**config.mk**
```make
export PLATFORM = sky130hd
export DESIGN_NAME = scpc_top
export DESIGN_NICKNAME = d
export VERILOG_FILES = /design/src/hw/scpc_pkg.sv /design/src/hw/scpc_top.sv
export VERILOG_INCLUDE_DIRS = /design/src /design/src/hw
export SDC_FILE = /design/constraint.sdc
export NUM_CORES = 1
export LEC_CHECK = 0
export ABC_AREA = 0
export BUFFER_PORTS_ARGS = -buffer_cell sky130_fd_sc_hd__buf_4
export CORE_ASPECT_RATIO = 2
export CORE_UTILIZATION = 55
export CTS_BUF_LIST = sky130_fd_sc_hd__clkbuf_4 sky130_fd_sc_hd__clkbuf_8
export CTS_CLUSTER_DIAMETER = 30
export CTS_CLUSTER_SIZE = 12
export DETAILED_ROUTE_END_ITERATION = 12
export MAX_ROUTING_LAYER = met4
export PLACE_DENSITY_LB_ADDON = 0.2
export SETUP_SLACK_MARGIN = 0.02
export SLEW_MARGIN = 5
export SYNTH_ARGS = -nofsm -noshare
export SYNTH_HDL_FRONTEND = slang
export SYNTH_SLANG_ARGS = --single-unit
```
**constraint.sdc**
```tcl
create_clock -name clock -period 5.9 [get_ports clock]
set_clock_uncertainty 0.2 [all_clocks]
set_input_delay 0.59 -clock clock [delete_from_list [all_inputs] [get_ports clock]]
set_output_delay 0.59 -clock clock [all_outputs]
set_load 0.02 [all_outputs]
```
**src/hw/scpc_cfg.svh**
```systemverilog
// constants for the serial configuration memory control block
// assumes inclusion by bare name from the package and the design file
`ifndef SCPC_CFG_SVH
`define SCPC_CFG_SVH

// ----------------------------------------
// timing
// ----------------------------------------
`define SCPC_CLK_MHZ 25
`define SCPC_POR_US 1000

// ----------------------------------------
// geometry
// ----------------------------------------
`define SCPC_WORD_W 8
`define SCPC_DEPTH 16
`define SCPC_FIFO_DEPTH 8

// ----------------------------------------
// reset values
// ----------------------------------------
`define SCPC_SYNC_RST 4'h0
`define SCPC_PIN_RST 5'h04

`endif

```
**src/hw/scpc_pkg.sv**
```systemverilog
// types shared by the configuration memory control block
// assumes scpc_cfg.svh on the include path
`include "scpc_cfg.svh"

package scpc_pkg;

	// ----------------------------------------
	// operating states
	// ----------------------------------------
	typedef enum logic [1:0] {
		ST_PWRUP,
		ST_STANDBY,
		ST_HOLD,
		ST_RUN
	} scpc_state_e;

	// ----------------------------------------
	// pins from the board, before sync
	// ----------------------------------------
	typedef struct packed {
		logic config_clock;
		logic oe_reset_n;
		logic ce_n;
		logic supply_low;
	} scpc_in_s;

	// ----------------------------------------
	// pins toward the board
	// ----------------------------------------
	typedef struct packed {
		logic data;
		logic data_oe;
		logic chain_enable_out_n;
		logic oe_reset_o;
		logic oe_reset_oe;
	} scpc_pins_s;

endpackage : scpc_pkg

```
**src/hw/scpc_top.sv**
```systemverilog
// configuration memory output, address counter and chain control
// assumes clock at 25 MHz, config_clock sampled as a plain pin
// What this block does
// [RL1] after power-up, hold output-enable/reset low for 1 ms, then release it
// [RL2] supply below 2.0V resets the block back to the power-up state; programmed memory is kept
// [RL3] output-enable/reset is always active low, never invertible
// [RL4] chip enable high means standby with data floating
// [RL5] enabled: count to terminal count, drive data; past it, float, chain low
// [RL6] output-enable/reset and config_clock levels during standby do not disturb standby
// [RL7] each config_clock rising edge advances the counters, one bit out
// [RL8] clock after the final bit drives chain output low and floats data
// [RL9] output-enable/reset low holds counter reset, data floats, chain high
`timescale 1ns/1ps
`default_nettype none
`include "scpc_cfg.svh"

module scpc_fifo #(
	parameter int W = `SCPC_WORD_W,
	parameter int D = `SCPC_FIFO_DEPTH
) (
	input wire logic clock,
	input wire logic rst_n,
	input wire logic flush,
	input wire logic in_valid,
	output logic in_ready,
	input wire logic [W-1:0] in_data,
	output logic out_valid,
	input wire logic out_ready,
	output logic [W-1:0] out_data
);
	localparam int PW = $clog2(D);
	logic [W-1:0] mem_r [D];
	logic [PW-1:0] wr_r;
	logic [PW-1:0] rd_r;
	logic [PW:0] cnt_r;
	logic push;
	logic pop;

	if (D < 2 || (D & (D - 1)) != 0) begin : g_chk
		$error("fifo depth must be a power of two, at least 2");
	end

	assign in_ready = cnt_r != (PW+1)'(D);
	assign out_valid = cnt_r != '0;
	assign out_data = mem_r[rd_r];
	assign push = in_valid && in_ready;
	assign pop = out_valid && out_ready;

	always_ff @(posedge clock or negedge rst_n) begin
		if (!rst_n) begin
			wr_r <= '0;
			rd_r <= '0;
			cnt_r <= '0;
		end else if (flush) begin
			wr_r <= '0;
			rd_r <= '0;
			cnt_r <= '0;
		end else begin
			if (push)
				wr_r <= wr_r + 1'b1;
			if (pop)
				rd_r <= rd_r + 1'b1;
			if (push && !pop)
				cnt_r <= cnt_r + 1'b1;
			else if (pop && !push)
				cnt_r <= cnt_r - 1'b1;
		end
	end

	always_ff @(posedge clock) begin
		if (push)
			mem_r[wr_r] <= in_data;
	end
endmodule : scpc_fifo

module scpc_top #(
	parameter int WORD_W = `SCPC_WORD_W,
	parameter int DEPTH = `SCPC_DEPTH,
	parameter int FIFO_DEPTH = `SCPC_FIFO_DEPTH,
	parameter int POR_CYCLES = `SCPC_POR_US * `SCPC_CLK_MHZ
) (
	input wire logic clock,
	input wire logic rst_n,
	input wire scpc_pkg::scpc_in_s pins_in,
	input wire logic prog_we,
	input wire logic [$clog2(DEPTH)-1:0] prog_addr,
	input wire logic [WORD_W-1:0] prog_data,
	output var scpc_pkg::scpc_pins_s pins_out
);
	import scpc_pkg::*;

	localparam int AW = $clog2(DEPTH);
	localparam int BW = $clog2(WORD_W);
	localparam int TW = $clog2(DEPTH * WORD_W);
	localparam int CW = $clog2(POR_CYCLES + 1);
	localparam logic [TW-1:0] TERMINAL_COUNT = TW'(DEPTH * WORD_W - 1);
	localparam logic [CW-1:0] POR_LAST = CW'(POR_CYCLES - 1);
	localparam logic [BW-1:0] BIT_LAST = BW'(WORD_W - 1);

	if (WORD_W < 2 || DEPTH < 2 || POR_CYCLES < 2) begin : g_chk
		$error("word width, depth and power-up count must be at least 2");
	end

	// ----------------------------------------
	// pin synchronisers
	// ----------------------------------------
	scpc_in_s s1_r;
	scpc_in_s s2_r;
	logic link_clk_d_r;
	logic link_rise;

	always_ff @(posedge clock or negedge rst_n) begin
		if (!rst_n) begin
			s1_r <= `SCPC_SYNC_RST;
			s2_r <= `SCPC_SYNC_RST;
		end else begin
			s1_r <= pins_in;
			s2_r <= s1_r;
		end
	end

	always_ff @(posedge clock or negedge rst_n) begin
		if (!rst_n)
			link_clk_d_r <= 1'b0;
		else
			link_clk_d_r <= s2_r.config_clock;
	end

	assign link_rise = s2_r.config_clock && !link_clk_d_r;

	// ----------------------------------------
	// power-up hold and brown-out
	// ----------------------------------------
	logic [CW-1:0] por_cnt_r;
	logic ready_r;

	always_ff @(posedge clock or negedge rst_n) begin
		if (!rst_n) begin
			por_cnt_r <= '0;
			ready_r <= 1'b0;
		end else if (s2_r.supply_low) begin
			por_cnt_r <= '0; // RL2
			ready_r <= 1'b0; // RL2
		end else if (por_cnt_r != POR_LAST) begin
			por_cnt_r <= por_cnt_r + 1'b1; // RL1
		end else begin
			ready_r <= 1'b1; // RL1
		end
	end

	// ----------------------------------------
	// operating state
	// ----------------------------------------
	scpc_state_e state_r;
	scpc_state_e state_nxt;
	logic run;

	always_comb begin
		case (1'b1)
			!ready_r: state_nxt = ST_PWRUP;
			s2_r.ce_n: state_nxt = ST_STANDBY; // RL4 RL6
			!s2_r.oe_reset_n: state_nxt = ST_HOLD; // RL3 RL9
			default: state_nxt = ST_RUN; // RL5
		endcase
	end

	always_ff @(posedge clock or negedge rst_n) begin
		if (!rst_n)
			state_r <= ST_PWRUP;
		else
			state_r <= state_nxt;
	end

	assign run = state_r == ST_RUN;

	// ----------------------------------------
	// storage and prefetch into the fifo
	// ----------------------------------------
	logic [WORD_W-1:0] mem_r [DEPTH];
	logic [AW:0] fill_r;
	logic fill_ok;
	logic f_in_ready;
	logic f_out_valid;
	logic [WORD_W-1:0] f_out_data;
	logic pop;

	for (genvar i = 0; i < DEPTH; i++) begin : g_mem
		always_ff @(posedge clock or negedge rst_n) begin
			if (!rst_n)
				mem_r[i] <= '0;
			else if (prog_we && prog_addr == AW'(i))
				mem_r[i] <= prog_data;
		end
	end

	assign fill_ok = run && fill_r < (AW+1)'(DEPTH);

	always_ff @(posedge clock or negedge rst_n) begin
		if (!rst_n)
			fill_r <= '0;
		else if (!run)
			fill_r <= '0;
		else if (fill_ok && f_in_ready)
			fill_r <= fill_r + 1'b1;
	end

	scpc_fifo #(.W(WORD_W), .D(FIFO_DEPTH)) u_fifo (
		.clock(clock),
		.rst_n(rst_n),
		.flush(!run),
		.in_valid(fill_ok),
		.in_ready(f_in_ready),
		.in_data(mem_r[fill_r[AW-1:0]]),
		.out_valid(f_out_valid),
		.out_ready(pop),
		.out_data(f_out_data)
	);

	// ----------------------------------------
	// bit shifter and address counter
	// ----------------------------------------
	logic [WORD_W-1:0] shift_r;
	logic [BW-1:0] bit_r;
	logic full_r;
	logic [TW-1:0] addr_r;
	logic done_r;
	logic adv;
	logic last;

	assign adv = run && link_rise && full_r && !done_r; // RL7
	assign last = bit_r == BIT_LAST;
	assign pop = run && f_out_valid && (!full_r || (adv && last));

	always_ff @(posedge clock or negedge rst_n) begin
		if (!rst_n) begin
			shift_r <= '0;
			bit_r <= '0;
			full_r <= 1'b0;
		end else if (!run) begin
			bit_r <= '0;
			full_r <= 1'b0;
		end else if (pop) begin
			shift_r <= f_out_data;
			bit_r <= '0;
			full_r <= 1'b1;
		end else if (adv) begin
			shift_r <= {shift_r[WORD_W-2:0], 1'b0}; // RL7
			bit_r <= bit_r + 1'b1;
			if (last)
				full_r <= 1'b0;
		end
	end

	always_ff @(posedge clock or negedge rst_n) begin
		if (!rst_n) begin
			addr_r <= '0;
			done_r <= 1'b0;
		end else if (!run) begin
			addr_r <= '0; // RL9
			done_r <= 1'b0;
		end else if (adv) begin
			if (addr_r == TERMINAL_COUNT)
				done_r <= 1'b1; // RL5 RL8
			else
				addr_r <= addr_r + 1'b1; // RL5
		end
	end

	// ----------------------------------------
	// pin drivers
	// ----------------------------------------
	always_ff @(posedge clock or negedge rst_n) begin
		if (!rst_n) begin
			pins_out <= `SCPC_PIN_RST;
		end else begin
			pins_out.data <= shift_r[WORD_W-1];
			pins_out.data_oe <= run && full_r && !done_r; // RL4 RL5 RL9
			pins_out.chain_enable_out_n <= !(run && done_r); // RL8
			pins_out.oe_reset_o <= 1'b0;
			pins_out.oe_reset_oe <= !ready_r; // RL1
		end
	end
endmodule : scpc_top

`default_nettype wire

```
# Yosys cells after proc, flatten, opt, wreduce, memory -nomap -nowiden
# Memory sizes are Yosys's and may differ from the RTL's.
# Cells that the tools add are included.
[totals]
regBits = 194
mem_bits_rw = 64
inputBits = 19
output_inout_bits = 5
elab_cells = 165
n_memories = 1
[op_classes]
addsub = 8
n_lt_le_gt_ge = 2
eq_ne = 29
n_mux = 36
n_bitwise = 1
reduce_logical = 47
[mem_list]
columns = ["memory", "words", "width", "read_ports", "rd_clocked_by_memory_dff", "write_ports", "line", "text"]
rows = [
  ["u_fifo.mem_r", 8, 8, 1, 0, 1, "scpc_top.sv:32", "logic [W-1:0] mem_r [D];"],
]
[ops]
columns = ["operator", "count"]
rows = [
  ["8-bit binary-select mux with 4-bit select", 1],
  ["4-bit equality test, second input constant", 8],
  ["8-bit 2-to-1 mux", 4],
  ["1-bit logical AND", 31],
  ["15-bit 2-to-1 mux", 2],
  ["3-bit 2-to-1 mux", 7],
  ["7-bit 2-to-1 mux", 3],
  ["4-bit by 3-bit equality test with 1-bit output, second input constant", 4],
  ["15-bit by 1-bit adder with 15-bit output, second input constant", 1],
  ["15-bit inequality test, second input constant", 1],
  ["1-bit 2-to-1 mux", 12],
  ["4-bit 2-to-1 mux", 3],
  ["5-bit 2-to-1 mux", 2],
  ["3-bit by 1-bit adder with 3-bit output, second input constant", 3],
  ["3-bit by 1-bit inequality test with 1-bit output, second input constant", 3],
  ["4-bit by 2-bit equality test with 1-bit output, second input constant", 2],
  ["2-bit by 1-bit inequality test with 1-bit output, second input constant", 4],
  ["2-bit AND reduction", 4],
  ["7-bit by 1-bit adder with 7-bit output, second input constant", 1],
  ["7-bit equality test, second input constant", 1],
  ["1-bit logical NOT", 7],
  ["5-bit by 1-bit adder with 5-bit output, second input constant", 1],
  ["5-bit >= comparator, second input constant", 1],
  ["5-bit less-than comparator, second input constant", 1],
  ["13 further kinds", 16],
]

# Depth between registers and ports, before layout
# Gate-level depths: netlist (run 1).
[logic_depth]
word_depth = 13
mapped_depth = 11
ltp_nobuf = 11

# Hierarchy
# From an unflattened synthesis (run 1), not the netlist that was laid out.
[unflattened]
hier_cells = 753
area_unflattened_um2 = 11410.9
[modules_own_cells]
columns = ["mod", "n_inst", "cells_per_inst", "area_per_inst_um2", "seq_area_each_um2"]
rows = [
  ["scpc_top", 1, 582, 8282.9, 4605.7],
  ["scpc_fifo", 1, 171, 3128.0, 2172.1],
]

# Least setup slack after synthesis (run 1)
# OpenSTA, ideal clock, no wires.
[synth_path]
kind = "register -> register"
start = "register u_fifo.cnt_r[3]"
end = "memory u_fifo.mem_r[2][0] in the netlist's numbering (enable)"
setup_ns = 0.398
arrival_time_ns = 2.066
required_time_ns = 5.302
setup_slack_ns = 3.236
path_stages_with_launch = 5
n_path_buf = 1
period_less_slack_ns = 2.664
path_cell_list = "dfrtp_1 > nor4b_1 > or3_1 > buf_2 > nor4b_1"
[synth_via]
elab_chain_len = 4
[synth_lines]
columns = ["item", "line", "text"]
rows = [
  ["start: declaration", "scpc_top.sv:35", "logic [PW:0] cnt_r;"],
  ["start signal: assignment", "scpc_top.sv:64", "cnt_r <= cnt_r + 1'b1;"],
  ["start signal: assignment", "scpc_top.sv:66", "cnt_r <= cnt_r - 1'b1;"],
  ["4-bit inequality test", "scpc_top.sv:43", "assign in_ready = cnt_r != (PW+1)'(D);"],
  ["1-bit logical AND", "scpc_top.sv:46", "assign push = in_valid && in_ready;"],
  ["1-bit 2-to-1 mux", "scpc_top.sv:71", "if (push)"],
  ["1-bit 2-to-1 mux (implied by the code)", "scpc_top.sv:72", "mem_r[wr_r] <= in_data;"],
  ["end: declaration", "scpc_top.sv:32", ""],
]
# No other way between the ends.

# Final worst setup path (run 1)
[layout_path]
start = "register state_r[0]"
end = "memory u_fifo.mem_r[3][7] in the netlist's numbering (enable)"
[layout_via]
elab_chain_len = 5
[layout_lines]
columns = ["item", "line", "text"]
rows = [
  ["start: declaration", "scpc_top.sv:154", "scpc_state_e state_r;"],
  ["start signal: assignment", "scpc_top.sv:171", "state_r <= state_nxt;"],
  ["2-bit equality test", "scpc_top.sv:174", "assign run = state_r == ST_RUN;"],
  ["1-bit logical AND", "scpc_top.sv:196", "assign fill_ok = run && fill_r < (AW+1)'(DEPTH);"],
  ["1-bit logical AND", "scpc_top.sv:46", ""],
  ["1-bit 2-to-1 mux", "scpc_top.sv:71", ""],
  ["1-bit 2-to-1 mux (implied by the code)", "scpc_top.sv:72", ""],
]
# No other way between the ends.

==> run_results.csv, run 1 <==
group,metric,value,unit
setup_path,crit_chain,"nand2_1 > nor3_1 > nand2_1 > nor3b_1",
clock_network,cts_root_buffer,"clkbuf_8",
power,leakage,5.094,nW
setup_path,cp_slowest_stage_delay,0.99,ns
setup_path,slowest_stage,"nor3b_1",
power,netSwitchingFraction,22.79,%
setup_path,start_kind,"flop",
placement,dp_hpwl,15.14,mm
route,drt-total-wl,21.97,mm
grt,grt_overflow_total,0,
synthesis,avgSynthCellArea,15.66,um^2
floorplan,start_util,56.37,%
setup_path,critical_path_buf_inv_count,0,
final_layout,syn2layout_area_growth,11.00,%
placement,pre_cts_slack,2.303,ns
setup_path,endpoint_kind,"flop",
synthesis,async_flop_share,75.19,%
final_layout,final_util,62.57,%
synthesis,synth_nets,749,
clock_network,clock-sinks,258,
synthesis,synth-edff-count,64,
clock_network,path_clk_slew,0.07,ns
route,vias,6136,
final_layout,fillCellCount,1487,
floorplan,dieArea,21110,um^2
sta,fmaxAchievable,0.2851,GHz
floorplan,die_height,204.5,um
power,finalPower,4.153,mW
grt,grt_max_degree,130,
clock_network,worstSkewPairLatency,0.53,ns
power,power.switching,0.9463,mW
setup_path,critical-path-top-delay-family,"simple AND/OR/NAND/NOR gates",
floorplan,ioPinCount,24,
flow_run,max-cap-violations,0,
power,comb_power_share,9.6,%
route,routed_via_density,5.894,
synthesis,synth_area,11280,um^2
setup_path,path_max_fanout,14,
sta,worst_pin_slew,1.188,ns
setup_path,r2r_setup_slack,2.39,ns
setup_path,cp_data_arrival_time,3.45,ns
clock_network,cts_tree,"done",
route,wire_per_inst,21.10,um
power,ir_drop,0.0003190,V
clock_network,ctsResizeCount,0,
status,status,"complete, but fails checks",
sta,whs,-0.007544,ns
setup_path,reg2reg_depth,4,
sta,hold_violations,2,
synthesis,synth_cells,720,
sta,maxSlewHeadroom,20.50,%
min_path,worstHoldPathType,"in2async",
placement,io_buffer_count,22,
route,ant_nets,0,
clock_network,cts.path.max_buffers,3,
setup_path,timing.rr.start,"state_r[0]",
final_layout,final_layout_size_suffix_gt1_share,32.86,%
floorplan,design.core.area,20000,um^2
synthesis,synth_flop_cell,"dfrtp_1",
sta,setup_tns,0,ns
clock_network,cts_setup_buffers,0,
clock_network,cts_max_level,2,
sta,period_needed,3.508,ns
route,drtIter0Drc,194,
grt,grt_antenna_before_repair,0,
final_layout,nets,782,
placement,routabilityCongestion,0.7824,
synthesis,ys_seq_elements,258,
route,drc_errors,0,
setup_path,cp.required,5.84,ns
sta,fin_ws,2.392,ns
status,failed_checks,"negative hold slack",
floorplan,die_w,103.2,um
power,powerDensity,331.8,nW/um^2
synthesis,yosysWarnings,0,
clock_network,numCtsBuffers,36,
power,power_frac_seq,52.1,%
sta,slew_violations,0,
setup_path,reg2reg_to,"u_fifo.mem_r[3][7]",
power,p_int,3.206,mW
route,firstDrtPassIters,4,
sta,finalSetupViolCount,0,
setup_path,criticalPathCategory,"reg2reg",
synthesis,synth_cell_types,54,
sta,period_share,59.46,%
power,clkPwrFrac,38.3,%
final_layout,insertedDiodeCount,0,
floorplan,placementRows,73,
synthesis,yosysSeqAreaShare,60.11,%
grt,grt_pass1_vias,6827,
grt,grt_pass1_wl,35.52,mm
setup_path,cpMostUsedCell,"nand2_1",
sta,rsz0062_at_grt,"no",
grt,grt_use_total,23.32,%
[power by group through the flow]
| stage | logic [mW] | clock network (mW) | registers, mW |
|---|---|---|---|
| detailed placement | 0.403 | 0 | 2.20 |
| finish | 0.399 | 1.59 | 2.17 |
| CTS | 0.406 | 1.62 | 2.17 |
| global route | 0.434 | 1.70 | 2.19 |
| floorplan | 0.298 | 0 | 2.16 |
| global placement | 0.375 | 0 | 2.18 |
[per-stage QoR]
step           area, um^2  hold WS (ns)  instances
4_1_cts             12520       0.04715       1041
3_3_place_gp        11630        0.1364        973
2_1_floorplan       11280       0.09441        720
6_report            12520     -0.007544       1041
5_1_grt             12520       0.09740       1041
3_5_place_dp        11630        0.1402        973
[cell usage after synthesis, types with 4 or more instances]
cell type	number	area, um^2
mux4_1	28	735.7
nor3_1	4	20.02
inv_1	5	18.77
xnor2_1	5	43.79
edfxtp_1	64	1922
and2_1	4	25.02
dfrtp_1	193	4830
mux4_2	28	630.6
nand3_1	14	70.07
nand2_1	33	123.9
buf_2	9	45.04
mux2_2	129	1453
xor2_1	14	122.6
ha_1	9	112.6
nor2b_1	8	50.05
or3_1	6	37.54
and3_1	4	25.02
nor4b_1	4	35.03
o21ai_0	10	50.05
a21oi_1	16	80.08
nand4_1	6	37.54
a211oi_1	7	52.55
nor2_1	41	153.9
mux2i_1	10	100.1
nand2b_1	7	43.79
clkbuf_1	23	86.33
[placed cells by master (no fill, tap or decap), types with 5 or more instances in the layout]
cell type and n:
nand3_1 14, mux4_2 28, a21oi_1 16, ha_1 9, nor2_1 41, xor2_1 14, clkbuf_8 44, mux4_1 28
o21ai_0 10, nand4_1 6, or3_1 6, nand2_1 33, a211oi_1 7, nor2b_1 8, dfrtp_1 193, xnor2_1 5
inv_1 5, mux2i_1 10, clkbuf_4 7, nand2b_1 7, mux2_2 129, edfxtp_1 64, buf_4 29
[metal layers]
metal / vias up / GRT usage [%] / part of all wire (%)
li1: 2783 / - / -
met1: 3198 / 23.05 / 35
met2: 100 / 43.50 / 58
met3: 55 / 3.309 / 2.6
met4: 0 / 10.76 / 4.0
met5: - / - / 0
[cells by family (layout without fill, tap and decap cells)]
logic type	count (synthesis)	count (layout)	share of synthesized area, %
DFF	258	258	60.11
muxes	195	195	25.89
and+or+nand+nor	147	147	6.724
AOI/OAI and AO/OA	46	46	2.630
buffers and inverters	44	103	1.964
xor gates and xnor gates	19	19	1.476
adders and majority gates	10	10	1.176
other	1	1	0.03326
[worst max path at each step]
stage / startpoint / to / cells past startpoint
4_1_cts: state_r[0] / u_fifo.mem_r[3][7] / 4
3_5_place_dp: state_r[0] / u_fifo.mem_r[3][0] / 4
2_1_floorplan: u_fifo.cnt_r[3] / u_fifo.mem_r[2][0] / 4
5_1_grt: state_r[0] / u_fifo.mem_r[3][7] / 4
6_report: state_r[0] / u_fifo.mem_r[3][7] / 4
3_3_place_gp: state_r[0] / u_fifo.mem_r[3][0] / 4
[worst reg2reg max path: stages (launching register included)]
cell and delay, ns:
dfrtp_1 0.37, nand2_1 0.32, nor3_1 0.96, nand2_1 0.27, nor3b_1 0.99
[area by class of cell]
type | count | area [um^2] | share of cell area, %
clock inverters | 14 | 198.9 | 1.590
inverters | 5 | 18.77 | 0.1500
clock buffers | 50 | 644.4 | 5.148
repair buffers | 34 | 271.5 | 2.169
flip-flops and latches | 258 | 6778 | 54.15
well taps | 262 | 327.8 | 2.619
multi-input cells | 418 | 4277 | 34.17
[sequential cells by signal, indices dropped and copies added, names as in the netlist]
signal / flops
addr_r: 7
bit_r: 3
done_r: 1
fill_r: 5
full_r: 1
link_clk_d_r: 1
mem_r: 128
pins_out: 4
por_cnt_r: 15
ready_r: 1
s1_r: 4
s2_r: 4
shift_r: 8
state_r: 2
u_fifo.cnt_r: 4
u_fifo.mem_r: 64
u_fifo.rd_r: 3
u_fifo.wr_r: 3
[repair_timing]
item                                    in CTS  in global routing
hold endpoints to repair                     4                  0
hold buffers                                 4                  0
endpoints found under the setup margin       0                  0
No activity file was read; power rests on OpenSTA's default activity.
==> inputs of run 2 (changes only) <==
==> constraint.sdc (replaced) <==
create_clock -name clock -period 3 [get_ports clock]
set_clock_uncertainty 0.2 [all_clocks]
set_input_delay 0.3 -clock clock [delete_from_list [all_inputs] [get_ports clock]]
set_output_delay 0.3 -clock clock [all_outputs]
set_load 0.02 [all_outputs]
==> run_results.csv, run 2 (same netlist as run 1, synthesis figures left out) <==
group,metric,value,unit
route,drt-total-wl,22.54,mm
clock_network,cts_max_level,1,
final_layout,nets,806,
floorplan,die_height,204.5,um
clock_network,cts.path.max_buffers,3,
grt,grt_use_total,23.53,%
power,leakage,5.164,nW
setup_path,cp.required,3.27,ns
power,powerDensity,609.1,nW/um^2
route,drtIter0Drc,210,
route,firstDrtPassIters,4,
clock_network,clock-sinks,258,
placement,io_buffer_count,22,
clock_network,ctsResizeCount,0,
floorplan,ioPinCount,24,
flow_run,max-cap-violations,0,
placement,routabilityCongestion,0.8006,
sta,hold_violations,0,
power,ir_drop,0.0004158,V
final_layout,syn2layout_area_growth,12.07,%
route,wire_per_inst,21.22,um
clock_network,numCtsBuffers,31,
floorplan,dieArea,21110,um^2
grt,grt_antenna_before_repair,0,
sta,period_share,91.29,%
floorplan,design.core.area,20000,um^2
clock_network,path_clk_slew,0.08,ns
clock_network,worstSkewPairLatency,0.59,ns
grt,grt_max_degree,111,
floorplan,die_w,103.2,um
route,vias,6255,
status,status,"finished clean",
final_layout,largest_reg_flops,128,
sta,finalSetupViolCount,0,
grt,grt_pass1_vias,6922,
floorplan,start_util,56.37,%
grt,grt_overflow_total,0,
placement,dp_cells,992,
route,routed_via_density,5.890,
clock_network,cts_tree,"done",
setup_path,start_kind,"flop",
final_layout,final_layout_size_suffix_gt1_share,33.13,%
clock_network,cts_hold_buffers,14,
route,ant_nets,0,
route,drc_errors,0,
sta,worst_pin_slew,0.8123,ns
setup_path,criticalPathCategory,"reg2reg",
final_layout,reg.largest.list,"mem_r: 128 flops, u_fifo.mem_r: 64 flops, por_cnt_r: 15 flops",
setup_path,path_max_fanout,5,
clock_network,cts_root_buffer,"clkbuf_8",
setup_path,endpoint_kind,"flop",
final_layout,fin_cells,1062,
clock_network,cts_setup_buffers,0,
sta,setup_tns,0,ns
sta,slew_violations,0,
sta,fmaxAchievable,0.3651,GHz
sta,period_needed,2.739,ns
final_layout,layout_commonest_cell,"dfrtp_1",
placement,dp_hpwl,15.47,mm
final_layout,top_register,"mem_r",
floorplan,placementRows,73,
final_layout,insertedDiodeCount,0,
sta,rsz0062_at_grt,"no",
final_layout,layout_common_cells,"dfrtp_1, mux2_2, edfxtp_1",
min_path,worstHoldPathType,"in2async",
setup_path,cp_data_arrival_time,3.01,ns
sta,maxSlewHeadroom,45.65,%
grt,grt_pass1_wl,35.80,mm
run 2: cell count changes in the layout (fill, tap and decap cells not counted):
cell,before,now
clkinv_2,2,4
buf_4,29,45
bufinv_16,4,3
clkinv_4,2,1
buf_12,0,4
dlygate4sd3_1,4,13
clkinv_1,0,3
clkbuf_8,44,33
run 2: final timing paths:
check / to / start / slack, ns / depth (start not counted)
max: u_fifo.cnt_r[3] / u_fifo.cnt_r[1] / 0.26 / 9
min: pins_out[2] / rst_n / 0.08 / 2
max reg2reg: u_fifo.cnt_r[3] / u_fifo.cnt_r[1] / 0.26 / 9
min reg2reg: s2_r[3] / s1_r[3] / 0.15 / 0
max in group asynchronous: mem_r[16] / rst_n / 1.92 / 3
min in group clock: s2_r[3] / s1_r[3] / 0.15 / 0
run 2: final cells by class:
cell class / instances / area [um^2]
inverter: 5 / 18.77
fill: 1452 / 7366
clock buffer: 39 / 493.0
clock inverter: 17 / 181.4
tap: 262 / 327.8
sequential: 258 / 6778
timing repair buffer: 63 / 561.8
multi-input combinational: 418 / 4277
run 2: per-stage QoR:
stage                     instance area, um^2  setup WS, ns  power, mW  hold slack (ns)  util (%)
final                                   12640        0.2613      7.697          0.08064     63.18
after global routing                    12640       0.02900      8.018          0.06850     63.18
after CTS                               12640        0.2388      7.792          0.04597     63.18
after detailed placement                11810        0.2519      5.122          0.02808     59.05
after global placement                  11810        0.4566      5.020          0.02808     59.05
after floorplan                         11280        0.3358      4.830          -0.1956         -
run 2: report_power, final:
| group | total, mW | internal, mW | switching [mW] |
|---|---|---|---|
| logic | 0.801 | 0.493 | 0.308 |
| clock network | 2.64 | 1.36 | 1.28 |
| registers | 4.25 | 4.06 | 0.196 |
run 2: worst max-delay path, cell delays in order (launching register included):
cell	delay, ns
dfrtp_1	0.44
nor4b_1	0.61
nor3_1	0.17
nand2_1	0.15
ha_1	0.24
a21o_1	0.18
a21oi_1	0.24
nand3_1	0.14
o2111ai_1	0.15
nand3_1	0.10
run 2: routing by layer:
layer  GRT usage [%]  routed length, um
met5               -                  0
met4           9.406                811
met3           2.764                584
met2           44.79              13120
met1           23.45               8023
